[src/rtl/vacuum_grip_pkg.sv]
package vacuum_grip_pkg;

	// ====================================================================
	// byte offsets: status bytes are read, request bytes are written
	localparam logic [3:0] ADDR_GRIP_STATUS      = 4'h0;
	localparam logic [3:0] ADDR_ACTUATOR_STATUS  = 4'h1;
	localparam logic [3:0] ADDR_FAULT_STATUS     = 4'h2;
	localparam logic [3:0] ADDR_MAX_LEVEL_ECHO   = 4'h3;
	localparam logic [3:0] ADDR_MEASURED_PRESS   = 4'h4;
	localparam logic [3:0] ADDR_ACTION_REQUEST   = 4'h0;
	localparam logic [3:0] ADDR_MAX_LEVEL_REQ    = 4'h3;
	localparam logic [3:0] ADDR_TIMEOUT_SETTING  = 4'h4;
	localparam logic [3:0] ADDR_MIN_LEVEL_REQ    = 4'h5;

	// ====================================================================
	// reset values and pressure levels (value 100 is ambient)
	localparam logic [7:0] REQUEST_RESET  = 8'h00;
	localparam logic [7:0] LEVEL_AMBIENT  = 8'h64;
	localparam logic [7:0] LEVEL_VAC_10   = 8'h5a;
	localparam logic [7:0] LEVEL_VAC_30   = 8'h46;
	localparam logic [7:0] LEVEL_FULL_VAC = 8'h00;

	// ====================================================================
	// codes
	localparam logic [1:0] MODE_AUTO      = 2'h0;
	localparam logic [1:0] MODE_ADVANCED  = 2'h1;
	localparam logic [1:0] OBJ_UNKNOWN    = 2'h0;
	localparam logic [1:0] OBJ_AT_MIN     = 2'h1;
	localparam logic [1:0] OBJ_AT_MAX     = 2'h2;
	localparam logic [1:0] OBJ_NONE       = 2'h3;
	localparam logic [1:0] ACT_STANDBY    = 2'h0;
	localparam logic [1:0] ACT_GRIPPING   = 2'h1;
	localparam logic [1:0] ACT_PASSIVE    = 2'h2;
	localparam logic [1:0] ACT_ACTIVE     = 2'h3;
	localparam logic [1:0] ACTIVATION_OFF = 2'h0;
	localparam logic [1:0] ACTIVATION_ON  = 2'h3;
	localparam logic [3:0] FLT_NONE       = 4'h0;
	localparam logic [3:0] FLT_POROUS     = 4'h3;
	localparam logic [3:0] FLT_DELAYED    = 4'h5;
	localparam logic [3:0] FLT_GRIP_TMO   = 4'h6;
	localparam logic [3:0] FLT_NOT_ACTIVE = 4'h7;
	localparam logic [3:0] FLT_OVER_TEMP  = 4'h8;
	localparam logic [3:0] FLT_COMM_LOSS  = 4'h9;
	localparam logic [3:0] FLT_UNDER_VOLT = 4'ha;
	localparam logic [3:0] FLT_AREL_BUSY  = 4'hb;
	localparam logic [3:0] FLT_INTERNAL   = 4'hc;
	localparam logic [3:0] FLT_AREL_DONE  = 4'hf;

	// ====================================================================
	// times in milliseconds and the clock rate
	localparam int unsigned CLK_HZ          = 10_000_000;
	localparam int unsigned MS_CYCLES       = CLK_HZ / 1000;
	localparam int unsigned AUTO_GRIP_MS    = 2000;
	localparam int unsigned COMM_LOSS_MS    = 1000;
	localparam int unsigned AUTO_LOW_MS     = 1000;
	localparam int unsigned ADV_LOW_MS      = 100;
	localparam int unsigned TIMEOUT_STEP_MS = 100;
	localparam int unsigned RELEASE_HOLD_MS = 100;
	localparam int unsigned POROUS_MS       = 50;

	// ====================================================================
	// types
	typedef enum logic [2:0] {
		ST_IDLE     = 3'b000,
		ST_GRIP     = 3'b001,
		ST_HOLD     = 3'b010,
		ST_RELEASE  = 3'b011,
		ST_REL_HOLD = 3'b100,
		ST_TIMEOUT  = 3'b101,
		ST_AUTO_REL = 3'b110,
		ST_DONE     = 3'b111
	} grip_state_e;

	typedef struct packed {
		logic [2:0] spare;
		logic       auto_release;
		logic       regulate_request;
		logic [1:0] mode_select;
		logic       activate_request;
	} action_s;

endpackage

[src/rtl/vacuum_gripper_status_regulation.sv]
`timescale 1ns/1ps
module vacuum_gripper_status_regulation
	import vacuum_grip_pkg::*;
#(
	parameter int unsigned AUTO_GRIP_CYCLES = AUTO_GRIP_MS * MS_CYCLES,
	parameter int unsigned COMM_LOSS_CYCLES = COMM_LOSS_MS * MS_CYCLES,
	parameter int unsigned AUTO_LOW_CYCLES  = AUTO_LOW_MS * MS_CYCLES,
	parameter int unsigned ADV_LOW_CYCLES   = ADV_LOW_MS * MS_CYCLES,
	parameter int unsigned STEP_CYCLES      = TIMEOUT_STEP_MS * MS_CYCLES,
	parameter int unsigned REL_HOLD_CYCLES  = RELEASE_HOLD_MS * MS_CYCLES,
	parameter int unsigned POROUS_CYCLES    = POROUS_MS * MS_CYCLES
)
(
	// clock and reset
	input  wire logic       clock,
	input  wire logic       rst_n,
	// request byte writes
	input  wire logic       wr_en,
	input  wire logic [3:0] wr_addr,
	input  wire logic [7:0] wr_data,
	// status byte reads
	input  wire logic       rd_en,
	input  wire logic [3:0] rd_addr,
	output logic      [7:0] rd_data,
	// sensors
	input  wire logic [7:0] pressure_sample,
	input  wire logic       over_temp_pin,
	input  wire logic       under_volt_pin,
	input  wire logic       internal_fault_pin,
	// actuators
	output logic            generator_on,
	output logic            release_valve_open,
	output logic            pressure_valve_open
);

	// ====================================================================
	// request storage and status signals
	action_s     action_reg;
	logic [7:0]  max_req_reg;
	logic [7:0]  timeout_reg;
	logic [7:0]  min_req_reg;
	logic        settings_chg_reg;
	logic [7:0]  press_reg;
	logic [2:0]  sync1_reg;
	logic [2:0]  sync2_reg;
	logic        act_prev_reg;
	grip_state_e state_reg;
	logic [31:0] timer_reg;
	logic [31:0] low_cnt_reg;
	logic [31:0] off_cnt_reg;
	logic [31:0] comm_cnt_reg;
	logic        comm_lost_reg;
	logic        porous_reg;
	logic        delayed_reg;
	logic        hold_gen_reg;
	logic        continuous_reg;
	logic [7:0]  hi_lvl_reg;
	logic [7:0]  lo_lvl_reg;
	logic [7:0]  peak_reg;
	logic [1:0]  object_reg;
	logic [3:0]  major_reg;
	logic [1:0]  actuator_reg;
	logic [1:0]  actuator_next;
	logic [3:0]  fault_code;
	logic [7:0]  rd_data_reg;
	logic        run;
	logic        grip_cmd;
	logic        adv_mode;
	logic        act_rise;
	logic        regulating;
	logic [31:0] grip_limit;
	logic [31:0] low_limit;
	logic [31:0] rel_limit;
	logic [7:0]  derived_lo;

	assign adv_mode   = action_reg.mode_select == MODE_ADVANCED;
	assign grip_cmd   = max_req_reg < LEVEL_AMBIENT;
	assign run        = action_reg.activate_request
		& action_reg.regulate_request
		& (action_reg.mode_select == MODE_AUTO || adv_mode);
	assign act_rise   = action_reg.activate_request & ~act_prev_reg;
	assign regulating = state_reg == ST_GRIP || state_reg == ST_HOLD
		|| state_reg == ST_RELEASE || state_reg == ST_REL_HOLD;
	// 100 ms steps; advanced only
	assign grip_limit = adv_mode ? 32'(timeout_reg) * STEP_CYCLES
		: AUTO_GRIP_CYCLES;
	assign low_limit  = adv_mode ? ADV_LOW_CYCLES : AUTO_LOW_CYCLES;
	assign rel_limit  = adv_mode ? 32'(timeout_reg) * STEP_CYCLES
		: REL_HOLD_CYCLES;
	// min level a quarter of the way back from the peak toward ambient
	assign derived_lo = peak_reg + 8'((LEVEL_AMBIENT - peak_reg) >> 2);

	// ====================================================================
	// request writes; status bytes have no write path at all
	always_ff @(posedge clock or negedge rst_n)
	begin
		if (!rst_n)
		begin
			action_reg       <= action_s'(REQUEST_RESET);
			max_req_reg      <= REQUEST_RESET;
			timeout_reg      <= REQUEST_RESET;
			min_req_reg      <= REQUEST_RESET;
			settings_chg_reg <= 1'b0;
		end
		else
		begin
			settings_chg_reg <= 1'b0;
			if (wr_en && wr_addr == ADDR_ACTION_REQUEST)
			begin
				action_reg       <= action_s'(wr_data);
				settings_chg_reg <= wr_data[2:1] != action_reg.mode_select;
			end
			else if (wr_en && wr_addr == ADDR_MAX_LEVEL_REQ)
			begin
				max_req_reg      <= wr_data;
				settings_chg_reg <= wr_data != max_req_reg;
			end
			else if (wr_en && wr_addr == ADDR_TIMEOUT_SETTING)
			begin
				timeout_reg      <= wr_data;
				settings_chg_reg <= wr_data != timeout_reg;
			end
			else if (wr_en && wr_addr == ADDR_MIN_LEVEL_REQ)
			begin
				min_req_reg      <= wr_data;
				settings_chg_reg <= wr_data != min_req_reg;
			end
		end
	end

	// ====================================================================
	// sensor capture; fault pins are asynchronous, two stages each
	always_ff @(posedge clock or negedge rst_n)
	begin
		if (!rst_n)
		begin
			sync1_reg    <= 3'h0;
			sync2_reg    <= 3'h0;
			press_reg    <= LEVEL_AMBIENT;
			act_prev_reg <= 1'b0;
		end
		else
		begin
			sync1_reg    <= {internal_fault_pin, under_volt_pin, over_temp_pin};
			sync2_reg    <= sync1_reg;
			press_reg    <= pressure_sample;
			act_prev_reg <= action_reg.activate_request;
		end
	end

	// ====================================================================
	// grip and release sequencer
	always_ff @(posedge clock or negedge rst_n)
	begin
		if (!rst_n)
		begin
			state_reg      <= ST_IDLE;
			timer_reg      <= 32'h0;
			low_cnt_reg    <= 32'h0;
			hold_gen_reg   <= 1'b0;
			continuous_reg <= 1'b0;
			hi_lvl_reg     <= LEVEL_FULL_VAC;
			lo_lvl_reg     <= LEVEL_VAC_10;
			peak_reg       <= LEVEL_AMBIENT;
			object_reg     <= OBJ_UNKNOWN;
		end
		else if (!action_reg.activate_request)
			state_reg <= ST_IDLE;
		else if (action_reg.auto_release)
			state_reg <= ST_AUTO_REL;
		else if (!action_reg.regulate_request)
			state_reg <= ST_IDLE;
		else
		begin
			timer_reg <= timer_reg + 32'h1;
			case (state_reg)
			ST_IDLE, ST_DONE:
				if (run && grip_cmd)
				begin
					state_reg      <= ST_GRIP;
					timer_reg      <= 32'h0;
					object_reg     <= OBJ_UNKNOWN;
					peak_reg       <= press_reg;
					hi_lvl_reg     <= adv_mode ? max_req_reg : LEVEL_FULL_VAC;
					lo_lvl_reg     <= adv_mode ? min_req_reg : LEVEL_VAC_10;
					// a full vacuum target can never be met
					continuous_reg <= adv_mode && max_req_reg == LEVEL_FULL_VAC;
				end
				else if (run && state_reg == ST_IDLE)
					state_reg <= ST_RELEASE;
			ST_GRIP:
			begin
				if (press_reg < peak_reg)
					peak_reg <= press_reg;
				if (!grip_cmd)
					state_reg <= ST_RELEASE;
				else if (!adv_mode && timer_reg >= grip_limit)
				begin
					state_reg   <= ST_HOLD;
					low_cnt_reg <= 32'h0;
					if (peak_reg > LEVEL_VAC_30)
					begin
						continuous_reg <= 1'b1;
						hold_gen_reg   <= 1'b1;
						object_reg     <= OBJ_AT_MIN;
					end
					else
					begin
						hi_lvl_reg   <= peak_reg;
						lo_lvl_reg   <= derived_lo;
						hold_gen_reg <= 1'b0;
						object_reg   <= OBJ_AT_MAX;
					end
				end
				else if (adv_mode && !continuous_reg
					&& press_reg <= hi_lvl_reg)
				begin
					state_reg    <= ST_HOLD;
					low_cnt_reg  <= 32'h0;
					hold_gen_reg <= 1'b0;
					object_reg   <= OBJ_AT_MAX;
				end
				else if (adv_mode && press_reg <= lo_lvl_reg)
				begin
					state_reg    <= ST_HOLD;
					low_cnt_reg  <= 32'h0;
					hold_gen_reg <= 1'b1;
					object_reg   <= OBJ_AT_MIN;
				end
				else if (adv_mode && timeout_reg != 8'h0
					&& timer_reg >= grip_limit)
				begin
					state_reg  <= ST_TIMEOUT;
					object_reg <= OBJ_NONE;
				end
			end
			ST_HOLD:
			begin
				low_cnt_reg <= press_reg > lo_lvl_reg ? low_cnt_reg + 32'h1
					: 32'h0;
				if (!grip_cmd)
					state_reg <= ST_RELEASE;
				else if (press_reg > LEVEL_VAC_10
					|| low_cnt_reg > low_limit)
				begin
					state_reg  <= ST_GRIP;
					timer_reg  <= 32'h0;
					peak_reg   <= press_reg;
					object_reg <= OBJ_UNKNOWN;
				end
				else if (!continuous_reg && press_reg <= hi_lvl_reg)
				begin
					hold_gen_reg <= 1'b0;
					object_reg   <= OBJ_AT_MAX;
				end
				else if (press_reg >= lo_lvl_reg && !hold_gen_reg)
				begin
					hold_gen_reg <= 1'b1;
					object_reg   <= OBJ_AT_MIN;
				end
			end
			ST_RELEASE:
				if (press_reg >= LEVEL_AMBIENT)
				begin
					state_reg  <= ST_REL_HOLD;
					timer_reg  <= 32'h0;
					object_reg <= OBJ_NONE;
				end
			ST_REL_HOLD:
				if (timer_reg >= rel_limit)
					state_reg <= ST_DONE;
			ST_TIMEOUT:
				if (settings_chg_reg)
					state_reg <= ST_IDLE;
			default:
				state_reg <= ST_IDLE;
			endcase
		end
	end

	// ====================================================================
	// actuator drive; release strength follows the request value, auto release is always passive
	always_comb
	begin
		case (state_reg)
		ST_GRIP:
			actuator_next = ACT_GRIPPING;
		ST_HOLD:
			actuator_next = hold_gen_reg ? ACT_GRIPPING : ACT_STANDBY;
		ST_RELEASE, ST_REL_HOLD:
			actuator_next = max_req_reg == LEVEL_AMBIENT ? ACT_PASSIVE
				: ACT_ACTIVE;
		ST_AUTO_REL:
			actuator_next = ACT_PASSIVE;
		default:
			actuator_next = ACT_STANDBY;
		endcase
	end

	always_ff @(posedge clock or negedge rst_n)
	begin
		if (!rst_n)
		begin
			actuator_reg        <= ACT_STANDBY;
			generator_on        <= 1'b0;
			release_valve_open  <= 1'b0;
			pressure_valve_open <= 1'b0;
		end
		else
		begin
			actuator_reg        <= actuator_next;
			generator_on        <= actuator_next == ACT_GRIPPING;
			release_valve_open  <= actuator_next[1];
			pressure_valve_open <= actuator_next == ACT_ACTIVE;
		end
	end

	// ====================================================================
	// fault sources
	always_ff @(posedge clock or negedge rst_n)
	begin
		if (!rst_n)
		begin
			comm_cnt_reg  <= 32'h0;
			comm_lost_reg <= 1'b0;
			off_cnt_reg   <= 32'h0;
			porous_reg    <= 1'b0;
			delayed_reg   <= 1'b0;
			major_reg     <= FLT_NONE;
		end
		else
		begin
			// any access ends the silence; a read sees fault 9 once
			if (rd_en || wr_en)
			begin
				comm_cnt_reg  <= 32'h0;
				comm_lost_reg <= 1'b0;
			end
			else if (comm_cnt_reg >= COMM_LOSS_CYCLES)
				comm_lost_reg <= 1'b1;
			else
				comm_cnt_reg <= comm_cnt_reg + 32'h1;
			// restart too soon after stopping means leaky material
			off_cnt_reg <= actuator_reg == ACT_STANDBY ? off_cnt_reg + 32'h1
				: 32'h0;
			if (adv_mode && state_reg == ST_HOLD && actuator_reg == ACT_STANDBY
				&& actuator_next == ACT_GRIPPING && off_cnt_reg < POROUS_CYCLES)
				porous_reg <= 1'b1;
			else if (state_reg == ST_IDLE)
				porous_reg <= 1'b0;
			// a grip asked for during release waits for the hold to end
			if (grip_cmd && (state_reg == ST_RELEASE
				|| state_reg == ST_REL_HOLD))
				delayed_reg <= 1'b1;
			else if (state_reg != ST_RELEASE && state_reg != ST_REL_HOLD)
				delayed_reg <= 1'b0;
			// major codes latch; set wins over the activate edge
			if (sync2_reg[1])
				major_reg <= FLT_UNDER_VOLT;
			else if (sync2_reg[2])
				major_reg <= FLT_INTERNAL;
			else if (state_reg == ST_AUTO_REL && major_reg != FLT_AREL_DONE)
				major_reg <= press_reg >= LEVEL_AMBIENT ? FLT_AREL_DONE
					: FLT_AREL_BUSY;
			else if (act_rise)
				major_reg <= FLT_NONE;
		end
	end

	always_comb
	begin
		if (major_reg != FLT_NONE)
			fault_code = major_reg;
		else if (comm_lost_reg)
			fault_code = FLT_COMM_LOSS;
		else if (sync2_reg[0])
			fault_code = FLT_OVER_TEMP;
		else if (action_reg.regulate_request
			&& !action_reg.activate_request)
			fault_code = FLT_NOT_ACTIVE;
		else if (state_reg == ST_TIMEOUT)
			fault_code = FLT_GRIP_TMO;
		else if (delayed_reg)
			fault_code = FLT_DELAYED;
		else if (porous_reg)
			fault_code = FLT_POROUS;
		else
			fault_code = FLT_NONE;
	end

	// ====================================================================
	// status byte reads; unmapped offsets and spare bits read zero
	always_ff @(posedge clock or negedge rst_n)
	begin
		if (!rst_n)
			rd_data_reg <= 8'h00;
		else if (rd_en)
		begin
			if (rd_addr == ADDR_GRIP_STATUS)
				rd_data_reg <= {object_reg,
					act_prev_reg ? ACTIVATION_ON : ACTIVATION_OFF,
					action_reg.regulate_request & regulating,
					action_reg.mode_select,
					action_reg.activate_request};
			else if (rd_addr == ADDR_ACTUATOR_STATUS)
				rd_data_reg <= {6'h00, actuator_reg};
			else if (rd_addr == ADDR_FAULT_STATUS)
				rd_data_reg <= {4'h0, fault_code};
			else if (rd_addr == ADDR_MAX_LEVEL_ECHO)
				rd_data_reg <= max_req_reg;
			else if (rd_addr == ADDR_MEASURED_PRESS)
				rd_data_reg <= press_reg;
			else
				rd_data_reg <= 8'h00;
		end
	end

	assign rd_data = rd_data_reg;

	// ====================================================================
	// checks
	AST_ACT_ECHO: assert property (@(posedge clock) disable iff (!rst_n)
		rd_en && rd_addr == ADDR_GRIP_STATUS
		|=> rd_data_reg[0] == $past(action_reg.activate_request))
		else $error("activate echo differs from request");
	AST_MAX_ECHO: assert property (@(posedge clock) disable iff (!rst_n)
		rd_en && rd_addr == ADDR_MAX_LEVEL_ECHO
		|=> rd_data_reg == $past(max_req_reg))
		else $error("max level echo differs from request");
	AST_RSVD_ZERO: assert property (@(posedge clock) disable iff (!rst_n)
		rd_en && rd_addr == ADDR_ACTUATOR_STATUS |=> rd_data_reg[7:2] == 6'h0)
		else $error("reserved actuator bits not zero");
	AST_NOT_ACTIVE: assert property (@(posedge clock) disable iff (!rst_n)
		action_reg.regulate_request && !action_reg.activate_request
		&& major_reg == FLT_NONE && !comm_lost_reg && !sync2_reg[0]
		|-> fault_code == FLT_NOT_ACTIVE)
		else $error("missing not-activated fault");
	AST_REG_LOW: assert property (@(posedge clock) disable iff (!rst_n)
		(!action_reg.regulate_request && !action_reg.auto_release)[*2]
		|=> actuator_reg == ACT_STANDBY)
		else $error("actuators busy with regulate low");
	AST_RO: assert property (@(posedge clock) disable iff (!rst_n)
		wr_en && wr_addr == ADDR_ACTUATOR_STATUS
		|=> $stable(action_reg) && $stable(max_req_reg))
		else $error("status write changed a request");
	AST_PRESS: assert property (@(posedge clock) disable iff (!rst_n)
		rd_en && rd_addr == ADDR_MEASURED_PRESS
		|=> rd_data_reg == $past(pressure_sample, 2))
		else $error("measured pressure byte wrong");
	AST_DROP: assert property (@(posedge clock) disable iff (!rst_n)
		state_reg == ST_RELEASE && press_reg >= LEVEL_AMBIENT
		&& action_reg.regulate_request && action_reg.activate_request
		&& !action_reg.auto_release |=> object_reg == OBJ_NONE
		##0 state_reg == ST_REL_HOLD)
		else $error("release did not flag drop");
	AST_MAJOR: assert property (@(posedge clock) disable iff (!rst_n)
		major_reg != FLT_NONE && state_reg != ST_AUTO_REL && !act_rise
		&& sync2_reg[2:1] == 2'h0 |=> $stable(major_reg))
		else $error("major fault cleared without activate edge");
	AST_TMO: assert property (@(posedge clock) disable iff (!rst_n)
		state_reg == ST_TIMEOUT |-> object_reg == OBJ_NONE
		&& actuator_next == ACT_STANDBY)
		else $error("timeout state inconsistent");
	COV_GRIP: cover property (@(posedge clock) disable iff (!rst_n)
		state_reg == ST_GRIP ##1 state_reg == ST_HOLD);
	COV_RELEASE: cover property (@(posedge clock) disable iff (!rst_n)
		state_reg == ST_REL_HOLD ##1 state_reg == ST_DONE);
	COV_TIMEOUT: cover property (@(posedge clock) disable iff (!rst_n)
		state_reg == ST_TIMEOUT);

endmodule

[config.mk]
export PLATFORM = sky130hd
export DESIGN_NAME = vacuum_gripper_status_regulation
export DESIGN_NICKNAME = d
export VERILOG_FILES = /design/src/rtl/vacuum_grip_pkg.sv /design/src/rtl/vacuum_gripper_status_regulation.sv
export SDC_FILE = /design/constraint.sdc
export NUM_CORES = 1
export LEC_CHECK = 0
export CELL_PAD_IN_SITES_DETAIL_PLACEMENT = 1
export CELL_PAD_IN_SITES_GLOBAL_PLACEMENT = 1
export CORE_ASPECT_RATIO = 2
export CORE_UTILIZATION = 50
export CTS_BUF_LIST = sky130_fd_sc_hd__clkbuf_8
export DETAILED_ROUTE_END_ITERATION = 10
export DONT_BUFFER_PORTS = 1
export PLACE_DENSITY = 0.89
export SLEW_MARGIN = 25
export SYNTH_ARGS = -nofsm -noshare
export SYNTH_HDL_FRONTEND = slang
export SYNTH_SLANG_ARGS = --single-unit
[constraint.sdc]
create_clock -name clock -period 7.6 [get_ports clock]
set_input_delay 1.52 -clock clock [delete_from_list [all_inputs] [get_ports clock]]
set_output_delay 1.52 -clock clock [all_outputs]
set_load 0.01 [all_outputs]
* Word level (Yosys, flattened, before mapping)
Cells that the tools add are included.
Widths: inputs -> output; s select.
** Storage, ports and cells
- Register bits :: 224
- Input bits :: 31
- Logic and storage cells :: 280
** Operators by class
- $add $sub $neg :: 6
- Reductions and logical operators :: 63
- Multiply operators :: 1
- Order comparisons :: 14
- Bitwise operators :: 9
- Mux-type cells :: 109
- Eq/ne operators :: 46
** Operator list (number)
- $mux 32 :: 12
- $mux 8 :: 19
- $add 32x1->32 const B :: 4
- $pmux 32 s3 :: 1
- $ge 32x28->1 :: 2
- $pmux 32 s2 :: 1
- $mux 3 :: 19
- $mux 28 :: 2
- $ge 32x24->1 const B :: 1
- $gt 32x24->1 :: 1
- $lt 32x19->1 const B :: 1
- $pmux 8 s2 :: 2
- $mux 2 :: 14
- $mux 4 :: 7
- $mux 1 :: 25
- $mux 24 :: 1
- $ne 8x8->1 :: 3
- $pmux 8 s3 :: 1
- $reduce_and 8->1 :: 3
- $logic_and 1x1->1 :: 23
- $mul 8x14->22 const B :: 1
- $pmux 3 s6 :: 1
- $gt 8x7->1 const B :: 2
- $le 8x8->1 :: 2
- 49 further kinds :: 100

* Depth between registers and ports, before layout
Gate-level depths: netlist of run 1.
- Depth in word-level cells :: 13
- Depth in mapped cells :: 26
- Gate-level depth less buffers :: 25

* Least setup slack after synthesis of run 1
Ideal clock, no wire load.
- Path kind :: register to register
- From :: reg timeout_reg[2]
- To :: reg state_reg[1]
- Data required time :: 7475 ps
- Path slack :: 1926 ps
- Data arrival time :: 5550 ps
- Stages on the path, launching flop included :: 22
- Cells stage by stage :: dfrtp_1 fa_1 ha_1 fa_1 inv_1 fa_1 inv_1 ha_1 and3_1 a31oi_1 nor2b_1 xnor2_1 nand2_1 ha_1 nand2_1 nor4_1 nand2_1 a211oi_4 nor2_1 and3_1 o31ai_1 mux2_2
** Between the ends
- Longest elaborated chain between the ends :: 10
** RTL lines
- start, declared :: line vacuum_gripper_status_regulation.sv:40 : logic [7:0] timeout_reg;
- start signal, assigned :: line vacuum_gripper_status_regulation.sv:120 : timeout_reg <= wr_data;
- $mul 8x14->22 :: line vacuum_gripper_status_regulation.sv:85, vacuum_gripper_status_regulation.sv:88
- $mux 28 :: line vacuum_gripper_status_regulation.sv:85 : assign grip_limit = adv_mode ? 32'(timeout_reg) * STEP_CYCLES
- $ge 32x28->1 :: line vacuum_gripper_status_regulation.sv:197, vacuum_gripper_status_regulation.sv:231
- $logic_and 1x1->1 :: line vacuum_gripper_status_regulation.sv:197 : else if (!adv_mode && timer_reg >= grip_limit)
- $mux 3 :: line vacuum_gripper_status_regulation.sv:197
- $mux 3 :: line vacuum_gripper_status_regulation.sv:195 : if (!grip_cmd)
- $pmux 3 s6 :: line vacuum_gripper_status_regulation.sv:176 : case (state_reg)
- $mux 3 :: line vacuum_gripper_status_regulation.sv:171 : else if (!action_reg.regulate_request)
- $mux 3 :: line vacuum_gripper_status_regulation.sv:169 : else if (action_reg.auto_release)
- $mux 3 :: line vacuum_gripper_status_regulation.sv:167 : else if (!action_reg.activate_request)
- end signal, assigned :: line vacuum_gripper_status_regulation.sv:168 : state_reg <= ST_IDLE;
- end signal, assigned :: line vacuum_gripper_status_regulation.sv:170 : state_reg <= ST_AUTO_REL;
- end signal, assigned :: line vacuum_gripper_status_regulation.sv:172 : state_reg <= ST_IDLE;
- end, declared :: line vacuum_gripper_status_regulation.sv:47 : grip_state_e state_reg;
Parallel ways exist; a longest one is shown, timed or not.
A chain may end at the register's enable or synchronous reset.

* Worst setup path in the final report of run 1
- From :: reg timeout_reg[6]
- To :: reg low_cnt_reg[6]
** Between the ends
- Longest elaborated chain between the ends :: 7
** RTL lines
- $mul 8x14->22 * :: line vacuum_gripper_status_regulation.sv:85
- $mux 28 * :: line vacuum_gripper_status_regulation.sv:85
- $ge 32x28->1 * :: line vacuum_gripper_status_regulation.sv:197
- $logic_and 1x1->1 * :: line vacuum_gripper_status_regulation.sv:197
- $mux 32 :: line vacuum_gripper_status_regulation.sv:197
- $mux 32 :: line vacuum_gripper_status_regulation.sv:195
- $pmux 32 s2 :: line vacuum_gripper_status_regulation.sv:176
- end signal, assigned :: line vacuum_gripper_status_regulation.sv:239 : low_cnt_reg <= press_reg > lo_lvl_reg ? low_cnt_reg + 32'h1
- end, declared :: line vacuum_gripper_status_regulation.sv:49 : logic [31:0] low_cnt_reg;
Mark *: on every way between the ends. The rest lies on a longest branch, timed or not. The select of a mux whose other input is x is not followed.

==> results of run 1 <==
[logic make-up after synthesis]
group | share of synthesized area, %
xor+xnor | 6.812
mux | 3.597
fa+ha+maj | 13.38
simple gates | 20.20
compound gates | 16.14
buf+inv | 4.212
flops | 35.65
[how the worst min path moves through the flow]
stage          cells past startpoint                   start  slack (ns)                endpoint
2_1_floorplan                      0  sync1_reg[0]$_DFF_PN0_        0.33  sync2_reg[0]$_DFF_PN0_
3_3_place_gp                       0  sync1_reg[1]$_DFF_PN0_        0.35  sync2_reg[1]$_DFF_PN0_
5_1_grt                            0  sync1_reg[1]$_DFF_PN0_        0.37  sync2_reg[1]$_DFF_PN0_
3_5_place_dp                       0  sync1_reg[1]$_DFF_PN0_        0.35  sync2_reg[1]$_DFF_PN0_
6_report                           0  sync1_reg[0]$_DFF_PN0_        0.37  sync2_reg[0]$_DFF_PN0_
4_1_cts                            0  sync1_reg[1]$_DFF_PN0_        0.37  sync2_reg[1]$_DFF_PN0_
[per-stage QoR]
stage          hold slack (ns)  power [mW]  cells  worst slack [ns]
2_1_floorplan           0.3312       3.695   1748             1.926
3_3_place_gp            0.3458       4.309   2104             1.077
3_5_place_dp            0.3542       4.514   2104            0.8415
4_1_cts                 0.3708       5.643   2165            0.8065
5_1_grt                 0.3715       6.083   2166            0.4178
6_report                0.3683       5.677   2167            0.7535
[report_power, final]
| part | total, mW | internal, mW | switching, mW | leakage [nW] |
|---|---|---|---|---|
| combinational | 3.03 | 1.20 | 1.83 | 4.23 |
| sequential | 1.60 | 1.34 | 0.261 | 2.96 |
| clock | 1.05 | 0.537 | 0.511 | 0.398 |
| total | 5.68 | 3.07 | 2.61 | 7.59 |
[cells in the mapped netlist, types with 24 or more instances]
| cell | instances | area share [%] |
|---|---|---|
| dfrtp_1 | 213 | 34 |
| nor2_1 | 196 | 4.7 |
| ha_1 | 139 | 11 |
| nand2_1 | 128 | 3.1 |
| inv_1 | 99 | 2.4 |
| a21oi_1 | 98 | 3.1 |
| o21ai_0 | 98 | 3.1 |
| nand3_1 | 63 | 2.0 |
| xor2_1 | 63 | 3.5 |
| clkbuf_1 | 62 | 1.5 |
| xnor2_1 | 59 | 3.3 |
| and3_1 | 41 | 1.6 |
| mux2_2 | 34 | 2.4 |
| a31oi_1 | 33 | 1.3 |
| nor3_1 | 32 | 1.0 |
| nand4_1 | 30 | 1.2 |
| nor4_1 | 25 | 1.0 |
| o31ai_1 | 24 | 1.1 |
[worst register-to-register path, cell delays in order, from the launching register on]
cell      delay (ns)
dfrtp_1         0.67
fa_1            0.57
fa_1            0.53
fa_1            0.50
ha_1            0.30
ha_1            0.41
a21oi_1         0.16
nor2b_1         0.06
o21ai_0         0.17
nand2b_1        0.11
a41oi_1         0.17
a21oi_1         0.07
xor2_1          0.18
nand2_1         0.08
ha_1            0.33
a21oi_1         0.15
nor2b_1         0.06
nor3b_1         0.48
o31ai_4         0.22
o21ai_2         0.34
a311o_1         0.73
buf_4           0.30
o41ai_2         0.10
[cell type report]
cell class	count	area share [%]
multi-input combinational	1353	56.56
sequential	223	33.46
clock buffer	42	3.458
tap	418	3.129
inverter	100	2.245
clock inverter	19	0.6736
timing repair buffer	10	0.4491
antenna	2	0.02994
[routing by layer]
metal | GRT usage, % | up-vias | part of all wire, %
li1 | - | 6204 | -
met1 | 31.08 | 7036 | 33
met2 | 60.75 | 425 | 53
met3 | 7.578 | 273 | 4.8
met4 | 29.49 | 0 | 9.4
met5 | 0 | - | 0
[layout by cell type (no fill, tap or decap), types with 42 or more instances in the layout]
cell type / synthesis / final
inv_1: 99 / 112
dfrtp_1: 213 / 213
nor2_1: 196 / 196
clkbuf_8: 0 / 42
nand2_1: 128 / 128
ha_1: 139 / 139
xnor2_1: 59 / 59
o21ai_0: 98 / 98
nand3_1: 63 / 63
xor2_1: 63 / 63
a21oi_1: 98 / 98
==> run summary, run 1 <==
status: finished clean
pin count of the biggest net entering global routing: 224
Critical Path Sink: low_cnt_reg[6]$_DFFE_PN0P_
Reg clk slew, reported paths: 0.08 ns
H-Tree Depth: 2
hold crit path type: reg -> reg
first-pass GRT wire length: 83.06 mm
vias in the first global route: 15450
IO Count: 42
DR vias: 13940
Critical Path Sink Type: flop
final setup fails: 0
GRT Util Overall: 33.53%
r2r startpoint: timeout_reg[6]$_DFFE_PN0P_
Syn Area/Cell: 8.974 µm²
Remaining DRCs: 0
hpwl dp: 36.48 mm
critical-path cell list: fa_1, fa_1, fa_1, ha_1, ha_1, a21oi_1, nor2b_1, o21ai_0, nand2b_1, a41oi_1, a21oi_1, xor2_1, nand2_1, ha_1, a21oi_1, nor2b_1, nor3b_1, o31ai_4, o21ai_2, a311o_1, buf_4, o41ai_2
initial antenna violation count: 3
Clock Skew: 0.02986 ns
critical path peak fanout: 18
RSZ-0062 raised after global routing: no
area delta synth->final: 6.573%
wire per inst: 23.91 µm
Least-Margin Pin Slew: 1.069 ns
leakage dissipation: 7.588 nW
CORE AREA: 30860 µm²
worst setup path category: reg -> reg
multi-input logic area: 9455 µm²
worst reg2reg setup slack: 0.75 ns
Crit path depth: 22
Vias/cell: 6.432
CP bufs+invs: 1
chip width: 127.2 µm
synthesized area: 15690 µm²
pwr/cell area: 339.6 nW/µm²
die area: 32130 µm²
Buffers on Ports: 0
Synth Instances: 1748
Root Driver: clkbuf_8
gr ovfl total: 0
post-cts repair resize count: 0
synth unique cells: 82
final core utilization: 54.18%
syn nets: 1936
worst reg2reg endpoint: low_cnt_reg[6]$_DFFE_PN0P_
post-layout min period: 6.846 ns
Critical Path Source: timeout_reg[6]$_DFFE_PN0P_
WL final: 51.81 mm
CTS Buf Count: 36
Critical Path AT: 7.27 ns
layout cell share with drive strength beyond 1: 8.300%
Routed Antenna Nets: 0
CP required: 8.02 ns
Worst path slowest cell: a311o_1
register cell area after layout: 5593 µm²
FMAX: 146.1 MHz
Max clock buf depth: 3
DR iter-0 viols: 784
CTS tree: yes
die height: 252.5 µm
sequential area share after synthesis: 35.65%
Fin Setup TNS: 0 ns
Starting Density: 50.84%
count of flip-flops with a built-in enable after synthesis: 0
worst vdd ir: 0.1675 mV
final clock period utilization by the worst path: 90.08%
critical path startpoint category: flop
nets@finish: 1912
placed inst area: 16020 µm²
drt pass-1 iters: 5
asr flop ratio synth: 100.0%
Yosys warnings: 0
Pins Over Slew Limit: 0
Final Instance Area: 16720 µm²
hold-fix buffers at CTS: 0
Crit path largest cell delay: 0.72 ns
Seq cells post-synth: 223
Synth Flop Type: dfrtp_1
Largest delay share family, worst path: adder cells
Clock Sinks: 223
GPL Wtd Cong: 0.9737
Worst R2R Path Depth: 22
Max-Cap Viols: 0
relative max-transition margin: 28.46%
postcts setup bufs: 0
fill count: 3575
endpoints failing hold: 0
clk_lat worst skew: 0.56 ns
# rows: 91
Note: power is estimated with default switching activity, not from simulation.
==> run 2, diff against run 1 <==
--- a/config.mk
+++ b/config.mk
@@ -12,6 +12,7 @@
 export CTS_BUF_LIST = sky130_fd_sc_hd__clkbuf_8
 export DETAILED_ROUTE_END_ITERATION = 10
 export DONT_BUFFER_PORTS = 1
+export GPL_ROUTABILITY_DRIVEN = 1
 export PLACE_DENSITY = 0.89
 export SLEW_MARGIN = 25
 export SYNTH_ARGS = -nofsm -noshare
==> constraint.sdc (replaced) <==
create_clock -name clock -period 8.1 [get_ports clock]
set_input_delay 1.62 -clock clock [delete_from_list [all_inputs] [get_ports clock]]
set_output_delay 1.62 -clock clock [all_outputs]
set_load 0.01 [all_outputs]
==> run summary, run 2 (synthesis gave the netlist of run 1 again) <==
status: finished clean
Pins Over Slew Limit: 0 (unchanged)
critical-path cell list: ha_1, inv_1, fa_1, inv_1, ha_1, inv_1, fa_1, inv_1, ha_1, or2_2, a21oi_1, a31oi_1, a31o_2, and4_1, a211oi_1, ha_1, nor2b_1, nor3b_1, o31ai_4, o21ai_2, a31o_2, o21ai_0, o31ai_1
r2r startpoint: timeout_reg[4]$_DFFE_PN0P_
multi-input logic area: 9449 µm² (about the same)
register cell area after layout: 5593 µm² (unchanged)
worst vdd ir: 0.1564 mV (-6.6%)
CTS Buf Count: 36 (unchanged)
worst reg2reg endpoint: low_cnt_reg[4]$_DFFE_PN0P_
drt pass-1 iters: 7 (+2)
worst setup path category: reg -> reg
nets@finish: 1912 (unchanged)
endpoints failing hold: 0 (unchanged)
vias in the first global route: 15350 (-0.65%)
Reg clk slew, reported paths: 0.07 ns (about the same)
wire per inst: 23.02 µm (-3.7%)
die height: 252.5 µm (unchanged)
gr ovfl total: 0 (unchanged)
post-layout min period: 6.787 ns (-0.05942 ns)
Remaining DRCs: 0 (unchanged)
Max-Cap Viols: 0 (unchanged)
FMAX: 147.3 MHz (+0.88%)
hold-fix buffers at CTS: 0 (unchanged)
relative max-transition margin: 30.78% (+2.3 points)
DR vias: 13720 (-1.6%)
DR iter-0 viols: 766 (-2.3%)
GRT Util Overall: 32.30% (-1.2 points)
commonest non-fill, non-tap cells in the layout: 213 x dfrtp_1, 196 x nor2_1, 139 x ha_1
final setup fails: 0 (unchanged)
Crit path depth: 23 (+4.5%)
initial antenna violation count: 4 (+1)
CP required: 8.55 ns (+0.53 ns)
worst reg2reg setup slack: 1.31 ns (+0.56 ns)
Fin Setup TNS: 0 ns (unchanged)
H-Tree Depth: 2 (unchanged)
Critical Path Source: timeout_reg[4]$_DFFE_PN0P_
final core utilization: 54.34% (+0.16 points)
# rows: 91 (unchanged)
pwr/cell area: 318.1 nW/µm² (-6.3%)
leakage dissipation: 7.618 nW (+0.39%)
Vias/cell: 6.320 (-1.7%)
critical path peak fanout: 33 (+15)
Critical Path Sink Type: flop
Clock Sinks: 223 (unchanged)
post-cts repair resize count: 0 (unchanged)
hpwl dp: 35.97 mm (-1.4%)
hold crit path type: reg -> reg
CP bufs+invs: 4 (+3)
CTS tree: yes
Critical Path Sink: low_cnt_reg[4]$_DFFE_PN0P_
final clock period utilization by the worst path: 83.79% (-6.3 points)
area delta synth->final: 6.884%
Clock Skew: 0.05060 ns (+0.02074 ns)
Max clock buf depth: 3 (unchanged)
fill count: 3558 (-0.48%)
Critical Path AT: 7.24 ns (-0.03 ns)
chip width: 127.2 µm (unchanged)
IO Count: 42 (unchanged)
first-pass GRT wire length: 80.63 mm (-2.9%)
RSZ-0062 raised after global routing: no
most common cell after layout, fill and taps aside: dfrtp_1
Worst path slowest cell: a31o_2
GPL Wtd Cong: 0.9847 (+1.1%)
Starting Density: 50.84% (unchanged)
layout cell share with drive strength beyond 1: 8.567% (+0.27 points)
postcts setup bufs: 0 (unchanged)
die area: 32130 µm² (unchanged)
Least-Margin Pin Slew: 1.034 ns (-0.03473 ns)
Crit path largest cell delay: 0.62 ns (-0.10 ns)
Routed Antenna Nets: 0 (unchanged)
pin count of the biggest net entering global routing: 224 (unchanged)
critical path startpoint category: flop
WL final: 49.99 mm (-3.5%)
Buffers on Ports: 0 (unchanged)
Largest delay share family, worst path: compound AO/OA/AOI/OAI gates
Worst R2R Path Depth: 23 (+4.5%)
CORE AREA: 30860 µm² (unchanged)
Root Driver: clkbuf_8
clk_lat worst skew: 0.60 ns (+0.04 ns)
[run 2: worst min-delay path by stage]
stage	startpoint	to	slack [ns]	cells past startpoint
2_1_floorplan	sync1_reg[0]$_DFF_PN0_	sync2_reg[0]$_DFF_PN0_	0.33	0
3_3_place_gp	sync1_reg[0]$_DFF_PN0_	sync2_reg[0]$_DFF_PN0_	0.35	0
3_5_place_dp	sync1_reg[1]$_DFF_PN0_	sync2_reg[1]$_DFF_PN0_	0.35	0
4_1_cts	sync1_reg[1]$_DFF_PN0_	sync2_reg[1]$_DFF_PN0_	0.34	0
5_1_grt	sync1_reg[1]$_DFF_PN0_	sync2_reg[1]$_DFF_PN0_	0.33	0
6_report	sync1_reg[1]$_DFF_PN0_	sync2_reg[1]$_DFF_PN0_	0.32	0
[run 2: through the flow]
step	instances	hold WS (ns)	total power, mW	cell area (µm²)	setup WS (ns)
after floorplan	1748	0.3312	3.467	15690	2.426
after global placement	2104	0.3463	4.046	16010	1.809
after detailed placement	2104	0.3465	4.219	16020	1.518
after CTS	2169	0.3368	5.297	16760	1.346
after global routing	2171	0.3304	5.706	16770	0.9758
final	2171	0.3204	5.333	16770	1.313
[run 2: metal layers]
| layer | wire (µm) | track usage, % | up-vias |
|---|---|---|---|
| met5 | 23 | 0 | - |
| met4 | 4239 | 25.27 | 4 |
| met3 | 2369 | 7.091 | 236 |
| met2 | 26480 | 59.36 | 381 |
| met1 | 16870 | 30.62 | 6896 |
| li1 | - | - | 6203 |
[run 2: final cells by class]
cell class	count	share of cell area, %
multi-input cells	1353	56.36
flip-flops and latches	223	33.36
clock buffers	46	3.776
well taps	418	3.119
inverters	100	2.239
clock inverters	19	0.6716
repair buffers	10	0.4478
diodes	2	0.02985
[run 2: report_power, final]
group / total, mW / internal (mW) / switching [mW]
logic: 2.80 / 1.12 / 1.69
clock network: 1.04 / 0.545 / 0.495
registers: 1.49 / 1.25 / 0.239
total: 5.33 / 2.91 / 2.42
[run 2: worst register-to-register path: stages (launching register included)]
cell and delay (ns):
dfrtp_1 0.59, ha_1 0.26, inv_1 0.07, fa_1 0.48
inv_1 0.05, ha_1 0.27, inv_1 0.06, fa_1 0.54
inv_1 0.06, ha_1 0.34, or2_2 0.30, a21oi_1 0.20
a31oi_1 0.09, a31o_2 0.32, and4_1 0.21, a211oi_1 0.26
ha_1 0.30, nor2b_1 0.13, nor3b_1 0.58, o31ai_4 0.23
o21ai_2 0.38, a31o_2 0.62, o21ai_0 0.22, o31ai_1 0.11
==> run 3, diff against run 2 <==
==> constraint.sdc (replaced) <==
create_clock -name clock -period 6.3 [get_ports clock]
set_input_delay 1.26 -clock clock [delete_from_list [all_inputs] [get_ports clock]]
set_output_delay 1.26 -clock clock [all_outputs]
set_load 0.01 [all_outputs]
==> run summary, run 3 (synthesis gave the netlist of run 1 again) <==
status: complete, but fails checks
failing checks: setup timing
CP required: 6.78 ns (-1.77 ns)
# rows: 91 (unchanged)
CTS tree: yes
Max-Cap Viols: 0 (unchanged)
DR iter-0 viols: 819 (+6.9%)
most common cell after layout, fill and taps aside: dfrtp_1
IO Count: 42 (unchanged)
clk_lat worst skew: 0.59 ns (about the same)
Worst path slowest cell: fa_1
DR vias: 14250 (+3.8%)
Vias/cell: 6.511 (+3.0%)
hold-fix buffers at CTS: 0 (unchanged)
Critical Path AT: 6.80 ns (-0.44 ns)
WL final: 53.82 mm (+7.7%)
GPL Wtd Cong: 0.9414 (-4.4%)
worst reg2reg setup slack: -0.03 ns (-1.34 ns)
vias in the first global route: 15680 (+2.2%)
die height: 252.5 µm (unchanged)
Buffers on Ports: 0 (unchanged)
multi-input logic area: 9529 µm² (+0.85%)
chip width: 127.2 µm (unchanged)
fin worst setup slack: -0.02534 ns (-1.338 ns)
area delta synth->final: 8.862%
leakage dissipation: 7.739 nW (+1.6%)
final clock period utilization by the worst path: 100.4% (+17 points)
register cell area after layout: 5595 µm² (about the same)
Starting Density: 50.84% (unchanged)
nets@finish: 1929 (+0.89%)
non-filler cells, final: 2188 (+0.78%)
Fin Setup TNS: -0.05975 ns (-0.05975 ns)
post-layout min period: 6.325 ns (-0.4617 ns)
r2r startpoint: timeout_reg[3]$_DFFE_PN0P_
hold crit path type: in -> async
hpwl dp: 36.51 mm (+1.5%)
max layer used: met5
CORE AREA: 30860 µm² (unchanged)
critical-path cell list: fa_1, ha_1, inv_1, fa_1, fa_1, inv_1, ha_1, a21oi_1, a31oi_2, a31o_2, xor2_1, nand2_1, ha_1, nand2_1, o21ai_1, a21oi_2, o31ai_4, nor2_1, and3_1, o31ai_4, mux2_2
Remaining DRCs: 0 (unchanged)
Routed met3 length: 2.958 mm (+25%)
DR WL met2: 28.07 mm (+6.0%)
H-Tree Depth: 2 (unchanged)
gr ovfl total: 0 (unchanged)
Max clock buf depth: 3 (unchanged)
Pins Over Slew Limit: 0 (unchanged)
commonest non-fill, non-tap cells in the layout: 211 x dfrtp_1, 194 x nor2_1, 137 x ha_1
pin count of the biggest net entering global routing: 224 (unchanged)
final setup fails: 4 (+4)
met1 wire length: 17.65 mm (+4.6%)
wire per inst: 24.60 µm (+6.8%)
Crit path largest cell delay: 0.55 ns (-0.07 ns)
relative max-transition margin: 27.21% (-3.6 points)
Least-Margin Pin Slew: 1.088 ns (+0.05391 ns)
Clock Skew: 0.03079 ns (-0.01981 ns)
endpoints failing hold: 0 (unchanged)
FMAX: 158.1 MHz (+7.3%)
first-pass GRT wire length: 84.68 mm (+5.0%)
GRT Util Overall: 34.26% (+2.0 points)
CTS Buf Count: 37 (+2.8%)
die area: 32130 µm² (unchanged)
Clock Sinks: 223 (unchanged)
critical path peak fanout: 6 (-82%)
critical path startpoint category: flop
DP Worst Slack: -0.1293 ns (-1.648 ns)
layout cell share with drive strength beyond 1: 10.41% (+1.8 points)
initial antenna violation count: 5 (+1)
drt pass-1 iters: 7 (unchanged)
Root Driver: clkbuf_8
final core utilization: 55.34% (+1.0 points)
Critical Path Source: timeout_reg[3]$_DFFE_PN0P_
Routed Antenna Nets: 0 (unchanged)
fill count: 3539 (-0.53%)
Reg clk slew, reported paths: 0.09 ns (+0.02 ns)
Critical Path Sink Type: flop
worst setup path category: reg -> reg
# placed instances: 2115 (+0.52%)
pwr/cell area: 431.3 nW/µm² (+36%)
total design power: 7.366 mW (+38%)
worst vdd ir: 0.2453 mV (+57%)
==> run 3: power breakdown <==
group | internal (mW) | switching, mW
Clock | 0.844 | 0.664
Combinational | 1.53 | 2.42
Sequential | 1.61 | 0.293
==> run 3: worst paths after layout <==
check / to / depth (start not counted)
worst min register to register: sync2_reg[1]$_DFF_PN0_ / 0
worst min-delay path: comm_cnt_reg[8]$_DFFE_PN0P_ / 0
max in group asynchronous: press_reg[6]$_DFF_PN1_ / 0
worst max register to register: state_reg[2]$_DFFE_PN0P_ / 21
worst max-delay path: state_reg[2]$_DFFE_PN0P_ / 21
min in group clock: sync2_reg[1]$_DFF_PN0_ / 0
==> run 3: final cells by class <==
class	count	share of cell area, %
sequential	223	32.77
clock inverter	21	1.341
multi-input combinational	1353	55.80
antenna	3	0.04396
inverter	100	2.198
tap	418	3.063
timing repair buffer	26	1.238
clock buffer	44	3.546
==> run 3: stage by stage <==
step	cell area [µm²]	hold slack (ns)
after global placement	16110	0.3486
after floorplan	15690	0.3312
after detailed placement	16120	0.3516
after global routing	17070	0.3429
final	17080	0.3572
after CTS	16960	0.3603
==> run 3: layer usage <==
layer | vias up | global-route usage [%]
met1 | 7105 | 32.55
met3 | 329 | 7.261
met2 | 556 | 62.37
met5 | - | 0
met4 | 10 | 28.33
li1 | 6245 | -
==> run 3: repair_timing <==
item / 4_1_cts / 5_1_grt
buffers inserted: 1 / 4
resized for setup: 2 / 19
setup endpoints to repair: 49 / 54
pin swaps: 2 / 4
==> run 3: worst max-delay path, delay by kind of cell, from the launching register on <==
family | cells | cell delay [ns]
buf+inv | 2 | 0.15
compound gates | 7 | 1.67
mux | 1 | 0.39
flops | 1 | 0.50
fa+ha+maj | 6 | 2.62
simple gates | 4 | 0.66
xor+xnor | 1 | 0.21
